$ cat src/shared/smpc_consts.svh
`ifndef SMPC_CONSTS_SVH
`define SMPC_CONSTS_SVH
// sleep control register layout
`define SMPC_SCR_ARM_BIT 0
`define SMPC_SCR_MODE_LSB 1
`define SMPC_SCR_MODE_MSB 2
`define SMPC_SCR_RESET 8'h00
// mcu control register layout
`define SMPC_MCR_BOFF_BIT 6
`define SMPC_MCR_UNLOCK_BIT 5
`define SMPC_MCR_RESET 8'h00
// mode codes
`define SMPC_MODE_IDLE 2'h0
`define SMPC_MODE_NOISE 2'h1
`define SMPC_MODE_PDOWN 2'h2
`define SMPC_MODE_RSVD 2'h3
// timed sequence windows in clock cycles
`define SMPC_UNLOCK_WINDOW 4
`define SMPC_BOFF_DELAY 3
`define SMPC_BOFF_LIFE 3
// halt after wake in clock cycles
`define SMPC_WAKE_HALT 4
// default start-up counts
`define SMPC_START_CYCLES 16
`define SMPC_RESET_CYCLES 64
`endif

$ cat src/shared/smpc_pkg.sv
package smpc_pkg;
    typedef enum logic [2:0] {
        SMPC_RUN,
        SMPC_SLEEP,
        SMPC_START,
        SMPC_HALT
    } smpc_state_t;
endpackage : smpc_pkg

$ cat src/verilog/smpc_wake_sel.sv
`timescale 1ns/1ps
`include "smpc_consts.svh"
// combines wake sources allowed by the sleep mode
module smpc_wake_sel
    import smpc_pkg::*;
(
    // mode and sources
    input wire logic [1:0] mode,
    input wire logic irq_any,
    input wire logic ext_irq_a,
    input wire logic ext_irq_b,
    input wire logic ext_a_level,
    input wire logic ext_b_level,
    input wire logic pin_change_irq,
    input wire logic two_wire_match,
    input wire logic nvm_ready_irq,
    input wire logic conv_done_irq,
    input wire logic watchdog_irq,
    // result
    output logic wake
);
    logic lvl_ext;
    logic deep_common;
    always_comb
    begin
        lvl_ext = (ext_irq_a & ext_a_level) | (ext_irq_b & ext_b_level);
        deep_common = lvl_ext | pin_change_irq | two_wire_match
            | watchdog_irq;
        case (mode)
            `SMPC_MODE_IDLE: wake = irq_any;
            `SMPC_MODE_NOISE: wake = deep_common | nvm_ready_irq
                | conv_done_irq;
            `SMPC_MODE_PDOWN: wake = deep_common;
            default: wake = 1'b0;
        endcase
    end
endmodule : smpc_wake_sel

$ cat src/verilog/smpc_boff_seq.sv
`timescale 1ns/1ps
`include "smpc_consts.svh"
// timed unlock sequence for the brown-out sleep-off bit
module smpc_boff_seq
    import smpc_pkg::*;
(
    // clock and reset
    input wire logic sys_clk,
    input wire logic rstn,
    // register write
    input wire logic mcr_wr,
    input wire logic [7:0] mcr_wdata,
    // state
    output logic unlock,
    output logic boff_bit,
    output logic boff_active
);
    logic [2:0] win_cnt;
    logic [2:0] age;
    logic wr_off;
    logic wr_unl;
    assign wr_off = mcr_wdata[`SMPC_MCR_BOFF_BIT];
    assign wr_unl = mcr_wdata[`SMPC_MCR_UNLOCK_BIT];
    always_ff @(posedge sys_clk or negedge rstn)
    begin
        if (!rstn)
        begin
            win_cnt <= 3'h0;
        end
        else if (mcr_wr && wr_off && wr_unl && win_cnt == 3'h0)
        begin
            win_cnt <= 3'(`SMPC_UNLOCK_WINDOW);
        end
        else if (win_cnt != 3'h0)
        begin
            win_cnt <= win_cnt - 3'h1;
        end
    end
    assign unlock = (win_cnt != 3'h0);
    // second write sets bit; self clear
    always_ff @(posedge sys_clk or negedge rstn)
    begin
        if (!rstn)
        begin
            boff_bit <= 1'b0;
            age <= 3'h0;
        end
        else if (mcr_wr && unlock && wr_off && !wr_unl)
        begin
            boff_bit <= 1'b1;
            age <= 3'h0;
        end
        else if (boff_bit)
        begin
            if (age == 3'(`SMPC_BOFF_DELAY + `SMPC_BOFF_LIFE - 1))
                boff_bit <= 1'b0;
            age <= age + 3'h1;
        end
    end
    assign boff_active = boff_bit && (age >= 3'(`SMPC_BOFF_DELAY - 1));
endmodule : smpc_boff_seq

$ cat src/verilog/smpc_ctrl.sv
`timescale 1ns/1ps
`include "smpc_consts.svh"
module smpc_ctrl
    import smpc_pkg::*;
#(
    parameter int START_CYCLES = `SMPC_START_CYCLES,
    parameter int RESET_CYCLES = `SMPC_RESET_CYCLES
)
(
    // clock and reset
    input wire logic sys_clk,
    input wire logic rstn,
    // core register writes
    input wire logic scr_wr,
    input wire logic mcr_wr,
    input wire logic [7:0] wdata,
    // core instruction and reset source
    input wire logic sleep_instr,
    input wire logic sys_reset_req,
    // fuses and converter status
    input wire logic brownout_fuse_en,
    input wire logic [15:0] start_cycles_fuse,
    input wire logic conv_enabled,
    // wake sources
    input wire logic irq_any,
    input wire logic ext_irq_a,
    input wire logic ext_irq_b,
    input wire logic ext_a_level,
    input wire logic ext_b_level,
    input wire logic pin_change_irq,
    input wire logic two_wire_match,
    input wire logic nvm_ready_irq,
    input wire logic conv_done_irq,
    input wire logic watchdog_irq,
    // register read-back
    output logic [7:0] sleep_control_reg,
    output logic [7:0] mcu_control_reg,
    // clock gates, high means clock runs
    output logic core_clock_en,
    output logic program_mem_clock_en,
    output logic peripheral_clock_en,
    output logic converter_clock_en,
    output logic oscillator_en,
    // other controls
    output logic brownout_detector_en,
    output logic conv_start,
    output logic conv_extended,
    output logic irq_service,
    output logic reset_vector,
    output logic asleep
);
    if (START_CYCLES < 1 || START_CYCLES > 65535
        || RESET_CYCLES < 1 || RESET_CYCLES > 65535)
    begin : g_bad_counts
        $error("start-up counts out of range");
    end

    smpc_state_t state;
    logic sleep_arm_bit;
    logic [1:0] sleep_mode_select;
    logic [1:0] cur_mode;
    logic unlock;
    logic boff_bit;
    logic boff_active;
    logic wake;
    logic bod_off;
    logic [15:0] cnt;
    logic conv_en_d;
    logic take_sleep;

    function automatic logic [15:0] clamp16(input int v);
        clamp16 = (v < 1) ? 16'h0001 : 16'(v);
    endfunction : clamp16

    smpc_boff_seq u_boff (
        .sys_clk(sys_clk),
        .rstn(rstn),
        .mcr_wr(mcr_wr),
        .mcr_wdata(wdata),
        .unlock(unlock),
        .boff_bit(boff_bit),
        .boff_active(boff_active)
    );

    smpc_wake_sel u_wake (
        .mode(cur_mode),
        .irq_any(irq_any),
        .ext_irq_a(ext_irq_a),
        .ext_irq_b(ext_irq_b),
        .ext_a_level(ext_a_level),
        .ext_b_level(ext_b_level),
        .pin_change_irq(pin_change_irq),
        .two_wire_match(two_wire_match),
        .nvm_ready_irq(nvm_ready_irq),
        .conv_done_irq(conv_done_irq),
        .watchdog_irq(watchdog_irq),
        .wake(wake)
    );

    // arm bit and mode field; kept in sleep
    always_ff @(posedge sys_clk or negedge rstn)
    begin
        if (!rstn)
        begin
            sleep_arm_bit <= 1'b0;
            sleep_mode_select <= 2'h0;
        end
        else if (scr_wr)
        begin
            sleep_arm_bit <= wdata[`SMPC_SCR_ARM_BIT];
            sleep_mode_select <= wdata[`SMPC_SCR_MODE_MSB:`SMPC_SCR_MODE_LSB];
        end
    end

    assign take_sleep = sleep_instr && sleep_arm_bit
        && sleep_mode_select != `SMPC_MODE_RSVD;

    // main sequence
    always_ff @(posedge sys_clk or negedge rstn)
    begin
        if (!rstn)
        begin
            state <= SMPC_RUN;
            cur_mode <= `SMPC_MODE_IDLE;
            bod_off <= 1'b0;
            cnt <= 16'h0000;
        end
        else if (sys_reset_req)
        begin
            state <= (state == SMPC_RUN) ? SMPC_RUN : SMPC_START;
            bod_off <= 1'b0;
            cnt <= clamp16(RESET_CYCLES);
        end
        else
        begin
            case (state)
                SMPC_RUN:
                begin
                    if (take_sleep)
                    begin
                        state <= SMPC_SLEEP;
                        cur_mode <= sleep_mode_select;
                        // shut-off only in power-down when active
                        bod_off <= boff_active
                            && sleep_mode_select == `SMPC_MODE_PDOWN;
                    end
                end
                SMPC_SLEEP:
                begin
                    if (wake)
                    begin
                        state <= SMPC_START;
                        // full reset delay if detector was off
                        if (bod_off)
                            cnt <= clamp16(RESET_CYCLES);
                        else if (cur_mode == `SMPC_MODE_PDOWN)
                            cnt <= (start_cycles_fuse == 16'h0000)
                                ? 16'h0001 : start_cycles_fuse;
                        else
                            cnt <= 16'h0001;
                        bod_off <= 1'b0;
                    end
                end
                SMPC_START:
                begin
                    if (cnt <= 16'h0001)
                    begin
                        state <= SMPC_HALT;
                        cnt <= 16'(`SMPC_WAKE_HALT);
                    end
                    else
                    begin
                        cnt <= cnt - 16'h0001;
                    end
                end
                SMPC_HALT:
                begin
                    if (cnt <= 16'h0001)
                        state <= SMPC_RUN;
                    cnt <= cnt - 16'h0001;
                end
                default: state <= SMPC_RUN;
            endcase
        end
    end

    // clock gating outputs
    always_ff @(posedge sys_clk or negedge rstn)
    begin
        if (!rstn)
        begin
            core_clock_en <= 1'b1;
            program_mem_clock_en <= 1'b1;
            peripheral_clock_en <= 1'b1;
            converter_clock_en <= 1'b1;
            oscillator_en <= 1'b1;
            asleep <= 1'b0;
        end
        else if (state == SMPC_RUN && take_sleep && !sys_reset_req)
        begin
            // core and program clocks stop in every mode
            core_clock_en <= 1'b0;
            program_mem_clock_en <= 1'b0;
            // idle keeps peripheral clock; noise stops it
            peripheral_clock_en <= sleep_mode_select == `SMPC_MODE_IDLE;
            // power-down stops converter clock and oscillator
            converter_clock_en <= sleep_mode_select != `SMPC_MODE_PDOWN;
            oscillator_en <= sleep_mode_select != `SMPC_MODE_PDOWN;
            asleep <= 1'b1;
        end
        else if (state == SMPC_SLEEP && (wake || sys_reset_req))
        begin
            oscillator_en <= 1'b1;
            converter_clock_en <= 1'b1;
            peripheral_clock_en <= 1'b1;
        end
        else if (state == SMPC_HALT && cnt <= 16'h0001)
        begin
            core_clock_en <= 1'b1;
            program_mem_clock_en <= 1'b1;
            asleep <= 1'b0;
        end
    end

    // service entry pulse; reset vector pulse
    always_ff @(posedge sys_clk or negedge rstn)
    begin
        if (!rstn)
        begin
            irq_service <= 1'b0;
            reset_vector <= 1'b0;
        end
        else
        begin
            irq_service <= state == SMPC_HALT && cnt <= 16'h0001
                && !sys_reset_req;
            reset_vector <= sys_reset_req && state != SMPC_RUN;
        end
    end

    // detector enable follows fuse and shut-off
    always_ff @(posedge sys_clk or negedge rstn)
    begin
        if (!rstn)
            brownout_detector_en <= 1'b0;
        else
            brownout_detector_en <= brownout_fuse_en
                && !(state == SMPC_SLEEP && bod_off);
    end

    always_ff @(posedge sys_clk or negedge rstn)
    begin
        if (!rstn)
        begin
            conv_start <= 1'b0;
            conv_extended <= 1'b0;
            conv_en_d <= 1'b0;
        end
        else
        begin
            conv_en_d <= conv_enabled;
            conv_start <= state == SMPC_RUN && take_sleep && conv_enabled
                && sleep_mode_select != `SMPC_MODE_PDOWN && !sys_reset_req;
            if (conv_enabled && !conv_en_d)
                conv_extended <= 1'b1;
            else if (conv_start)
                conv_extended <= 1'b0;
        end
    end

    always_ff @(posedge sys_clk or negedge rstn)
    begin
        if (!rstn)
        begin
            sleep_control_reg <= `SMPC_SCR_RESET;
            mcu_control_reg <= `SMPC_MCR_RESET;
        end
        else
        begin
            sleep_control_reg <= {5'h00, sleep_mode_select, sleep_arm_bit};
            mcu_control_reg <= `SMPC_MCR_RESET;
            mcu_control_reg[`SMPC_MCR_BOFF_BIT] <= boff_bit;
            mcu_control_reg[`SMPC_MCR_UNLOCK_BIT] <= unlock;
        end
    end
endmodule : smpc_ctrl

$ cat config.mk
export PLATFORM = sky130hd
export DESIGN_NAME = smpc_ctrl
export DESIGN_NICKNAME = d
export VERILOG_FILES = /design/src/shared/smpc_pkg.sv /design/src/verilog/smpc_wake_sel.sv /design/src/verilog/smpc_boff_seq.sv /design/src/verilog/smpc_ctrl.sv
export VERILOG_INCLUDE_DIRS = /design/src /design/src/shared
export SDC_FILE = /design/constraint.sdc
export NUM_CORES = 1
export LEC_CHECK = 0
export ABC_AREA = 0
export BUFFER_PORTS_ARGS = -buffer_cell sky130_fd_sc_hd__clkbuf_2
export CAP_MARGIN = 20
export CORE_UTILIZATION = 48
export DETAILED_ROUTE_END_ITERATION = 6
export PLACE_DENSITY = 0.76
export SYNTH_ARGS = -nofsm -noshare
export SYNTH_HDL_FRONTEND = slang
export SYNTH_SLANG_ARGS = --single-unit
export TNS_END_PERCENT = 30
$ cat constraint.sdc
create_clock -name sys_clk -period 1.9 [get_ports sys_clk]
set_input_delay 0.095 -clock sys_clk [delete_from_list [all_inputs] [get_ports sys_clk]]
set_output_delay 0.095 -clock sys_clk [all_outputs]
set_load 0.02 [all_outputs]
== Word level (Yosys, flattened, before mapping) ==
Index checks and enable logic that the tools add are counted.

* Memories kept: 0
* Logic and storage cells: 132
* Bits in latches: 0
* Bits in registers: 47
* Bits of input ports: 42
* RAM bits: 0
* Memory bits (read-only): 0

* Add/sub/neg operators: 3
* Order comparisons: 2
* $mul: 0
* Divide/modulo/power cells: 0
* Reductions and logical operators: 46
* Mux-type cells: 37
* Equal/unequal tests: 14
* Shifts and indexed selects: 0
* Bitwise operators: 9

{| class="wikitable"
|+ Operators with widths
! operator !! number
|-
| $mux W16 || 6
|-
| $pmux W16 S3 || 1
|-
| $mux W3 || 9
|-
| $logic_and A1 B1 Y1 || 22
|-
| $mux W1 || 17
|-
| $le A16 B1 Y1 const B || 1
|-
| $logic_not A16 Y1 || 1
|-
| $sub A16 B1 Y16 const B || 1
|-
| $ne A3 B3 Y1 const B || 4
|-
| $pmux W3 S4 || 1
|-
| $reduce_bool A2 Y1 || 5
|-
| $reduce_bool A3 Y1 || 3
|-
| $eq A3 B2 Y1 const B || 2
|-
| $logic_not A3 Y1 || 2
|-
| $ne A2 B2 Y1 const B || 3
|-
| $or A1 B1 Y1 || 6
|-
| $reduce_and A3 Y1 || 2
|-
| $eq A2 B2 Y1 const B || 2
|-
| $logic_not A1 Y1 || 4
|-
| $logic_not A2 Y1 || 2
|-
| $reduce_and A2 Y1 || 2
|-
| $reduce_and A4 Y1 || 1
|-
| $reduce_bool A4 Y1 || 1
|-
| $add A3 B1 Y3 const B || 1
|-
| other kinds (11) || 12
|}

== Longest topological paths before layout ==
* Word-level depth: 12
* Gate-level depth with buffers: 8
* Depth with buffers taken out: 7

== Modules after synthesis ==
From an unflattened synthesis, not the netlist that was laid out.

* Cells, all modules: 273
* Area total of the unflattened synthesis: 2607.5 um2

{| class="wikitable"
|+ Modules (own cells, without submodules)
! module !! area an instance (um2) !! cells an instance !! times used
|-
| smpc_ctrl || 2179.6 || 229 || 1
|-
| smpc_boff_seq || 380.4 || 36 || 1
|-
| smpc_wake_sel || 47.5 || 8 || 1
|}

== Worst setup path after synthesis ==
OpenSTA, ideal clock, no wires.

* Kind: register to register
* From: reg cnt[0]
* To: reg cnt[14]
* Data arrival time: 1.782 ns
* Cell stages (with the launch flop): 8
* Data required time: 1.775 ns
* Setup slack: -0.007 ns
* Buffers on the path: 0
* Setup time: 0.125 ns
* Cell sequence: dfrtp_1 inv_1 ha_1 nor3b_1 nand3_1 or3_2 nand3_1 a21oi_1

* Word-level cells in the longest chain between the ends: 4

{| class="wikitable"
|+ RTL lines
! item !! line !! text
|-
| start: declaration || smpc_ctrl.sv:67 || <nowiki>logic [15:0] cnt;</nowiki>
|-
| start signal: assignment || smpc_ctrl.sv:132 || <nowiki>cnt <= clamp16(RESET_CYCLES);</nowiki>
|-
| start signal: assignment || smpc_ctrl.sv:155 || <nowiki>cnt <= clamp16(RESET_CYCLES);</nowiki>
|-
| start signal: assignment || smpc_ctrl.sv:157 || <nowiki>cnt <= (start_cycles_fuse == 16'h0000)</nowiki>
|-
| $sub A16 B1 Y16 or $le A16 B1 Y1 (tied branches) || smpc_ctrl.sv:173, smpc_ctrl.sv:180, smpc_ctrl.sv:166 ||
|-
| $mux W16 || smpc_ctrl.sv:166 || <nowiki>if (cnt <= 16'h0001)</nowiki>
|-
| $pmux W16 S3 * || smpc_ctrl.sv:136 || <nowiki>case (state)</nowiki>
|-
| $mux W16 * || smpc_ctrl.sv:128 || <nowiki>else if (sys_reset_req)</nowiki>
|}

Mark *: on every way between the ends. The rest lies on a longest branch, timed or not.
A chain may end at the register's enable or synchronous reset.

== Final worst setup path ==
* From: reg cnt[3]
* To: reg cnt[13]

Same word-level chain as after synthesis.

==> flow_metrics.env <==
export IMPL_grt_antenna_before_repair=0
export IMPL_cp_cell_sequence="or4_4 -> or3_4 -> o41ai_2 -> a21oi_1 -> nor2_1"
export IMPL_gp_congestion=0.911
export IMPL_clkLatencyLatePin_ps=310
export IMPL_place_area_um2=3300
export IMPL_drt_initial_drc_count=174
export IMPL_criticalPathCategory="flip-flop to flip-flop"
export IMPL_busiest_layer="met2"
export IMPL_grt_first_pass_wirelength_um=11600
export IMPL_cpMaxStageDelayCell="or4_4"
export IMPL_hold_path_class="primary input to flip-flop"
export IMPL_drive_gt1_share_pct=35.6
export IMPL_grt_usage_pct=24.7
export IMPL_viasPerCell=5.64
export IMPL_cts_htree_levels=2
export IMPL_route_vias_total=2621
export IMPL_ys_flop_type="dfrtp_1"
export IMPL_grtUsageMet1_pct=29.8
export IMPL_first_pass_iters=4
export IMPL_required_ps=2140
export IMPL_min_period_ps=1870
export IMPL_switching_share_pct=42.9
export IMPL_cap_violations=0
export IMPL_use_met3_pct=4.59
export IMPL_clock_sinks=46
export IMPL_netlist_instances=303
export IMPL_r2r_slack_ps=30
export IMPL_period_share_pct=98.3
export IMPL_largest_register_ffs=16
export IMPL_fillers=454
export IMPL_avgSynthCellArea_um2=9.08
export IMPL_nNetsFinal=444
export IMPL_syn_area_um2=2750
export IMPL_synth_async_reset_ratio_pct=100
export IMPL_clk_path_buf_depth=2
export IMPL_grt_setup_unrepaired="true"
export IMPL_rows=27
export IMPL_start_util_pct=50.0
export IMPL_io_buffers=54
export IMPL_die_area_um2=6040
export IMPL_antenna_left=0
export IMPL_p_comb_share_pct=58.7
export IMPL_grt_overflow_total=0
export IMPL_synth_seq_area_share_pct=42.0
export IMPL_crit_fanout=4
export IMPL_clk_pin_slew_ps=100
export IMPL_startpoint_type="flip-flop"
export IMPL_p_leak_nw=1.64
export IMPL_setup_viol=0
export IMPL_synth_warnings=0
export IMPL_first_global_vias=2536
export IMPL_die_x_um=77.7
export IMPL_cts_inserted_buffers=5
export IMPL_worst_path_largest_cell_delay_ps=580
export IMPL_top_register="cnt"
export IMPL_status="complete, no violations"
export IMPL_synth_top_area_share_pct=39.1
export IMPL_area_growth_pct=29.2
export IMPL_final_cell_mix="clkbuf_2, dfrtp_1, buf_4, a21oi_1, nand2_1"
export IMPL_wl_per_cell_um=15.2
export IMPL_crit_buf_inv=0
export IMPL_path_delay_family="simple AND/OR/NAND/NOR gates"
export IMPL_ir_worst_vdd_v=0.000849
export IMPL_synth_top_cells_by_area="dfrtp_1, a21oi_1, ha_1, buf_4, nor2_1"
export IMPL_synth_seq_cells=46
export IMPL_max_freq_mhz=535
export IMPL_pwr_share_clk_pct=13.1
export IMPL_fin_skew_ps=11.3
export IMPL_p_switching_mw=2.44
export IMPL_worst_slew_pin_slew_ps=598
export IMPL_crit_arrival_ps=2100
export IMPL_diodes=0
export IMPL_core_area_um2=5510
export IMPL_layout_cells_most_common="clkbuf_2"
export IMPL_pwr_share_seq_pct=28.3
export IMPL_synth_cell_types=54
export IMPL_synth_edf_count=0
export IMPL_dp_hpwl_um=5150
export IMPL_drcViolationCount=0
export IMPL_cp_end_kind="flip-flop"
export IMPL_setup_tns_ps=0
export IMPL_die_y_um=77.7
export IMPL_internal_power_mw=3.25
export IMPL_yosysTopAreaCell="dfrtp_1"
export IMPL_use_met2_pct=43.3
export IMPL_maxSlewHeadroom_pct=60.2
export IMPL_power_density_nw_per_um2=1600
export IMPL_ios=69
export IMPL_drv_slew=0
export IMPL_clockRootBuffer="clkbuf_8"
export IMPL_cts_tree="built"
export IMPL_postLayoutCellArea_um2=3560
export IMPL_grt_max_degree=47
export IMPL_routed_wl_um=7060
export IMPL_hold_viol_final=0
[tightest hold or removal path, cell delays in order]
cell      delay (ps)
clkbuf_2          80
nand2_1           70
nor4_1            40
[area by class of cell]
cell class | count | area [um2] | area share, %
tap | 72 | 90.1 | 2.53
timing repair buffer | 96 | 618 | 17.4
sequential | 46 | 1150 | 32.5
inverter | 21 | 78.8 | 2.22
clock inverter | 2 | 37.5 | 1.06
clock buffer | 6 | 72.6 | 2.04
multi-input combinational | 222 | 1500 | 42.3
[layer usage]
metal	vias to the layer above	part of all wire, %
met5	-	0
met4	0	2.0
met3	16	6.5
met2	100	51
met1	1272	40
li1	1233	-
[power by group through the flow]
stage	combinational [mW]	sequential [mW]	clock (mW)
2_1_floorplan	1.90	1.69	0
3_3_place_gp	2.95	1.59	0
3_5_place_dp	3.03	1.62	0
4_1_cts	3.08	1.60	0.760
5_1_grt	3.65	1.65	0.796
6_report	3.34	1.61	0.744
[synth_stat cells, drive strengths merged (3+ instances only)]
master and instances:
dfrtp 43, a21oi 32, nor2 26, nand2 25, inv 21, buf 19
o21ai 12, ha 10, nand3 10, nor3 9, a31oi 8, nor4 8
o31ai 7, or3 6, clkbuf 5, mux2 5, o22ai 4, xnor2 4
dfstp 3, mux2i 3, nand4 3, nor2b 3, nor3b 3, o211ai 3
[per-stage QoR]
| stage | instances | utilization (%) | hold WS, ps | setup slack, ps | power [mW] |
|---|---|---|---|---|---|
| 2_1_floorplan | 313 | - | -201 | 59.2 | 3.59 |
| 3_3_place_gp | 453 | 60.0 | 214 | 31.4 | 4.54 |
| 3_5_place_dp | 453 | 60.0 | 221 | -48.6 | 4.65 |
| 4_1_cts | 463 | 62.6 | 3.53 | 0.848 | 5.44 |
| 5_1_grt | 465 | 64.6 | 4.18 | -42.4 | 6.10 |
| 6_report | 465 | 64.6 | 5.07 | 32.3 | 5.69 |
[kinds of logic (layout without fill, tap and decap cells)]
| family | count (synthesis) | in the layout | synth area share [%] |
|---|---|---|---|
| muxes | 8 | 8 | 3.14 |
| buffers and inverters | 45 | 125 | 8.27 |
| xor gates and xnor gates | 6 | 6 | 1.91 |
| AOI/OAI and AO/OA | 83 | 83 | 20.0 |
| other | 1 | 11 | 0.136 |
| DFF | 46 | 46 | 42.0 |
| adders and majority gates | 10 | 10 | 4.55 |
| and+or+nand+nor | 104 | 104 | 20.0 |
[timing repair]
action,4_1_cts,5_1_grt
hold endpoints to repair,44,0
buffers inserted,0,2
setup endpoints to repair,5,21
hold buffers,2,0
gates resized for setup,2,23
pin swaps,0,8
[worst paths after layout]
kind,endpoint,startpoint,cells after the start
setup / recovery,cnt[13],cnt[3],5
hold / removal,conv_start,sleep_instr,3
setup reg to reg,cnt[13],cnt[3],5
hold reg to reg,sleep_control_reg[0],sleep_arm_bit,0
max in group asynchronous,asleep,rstn,3
min in group asynchronous,cnt[8],rstn,3
(Power assumes the default switching activity.)
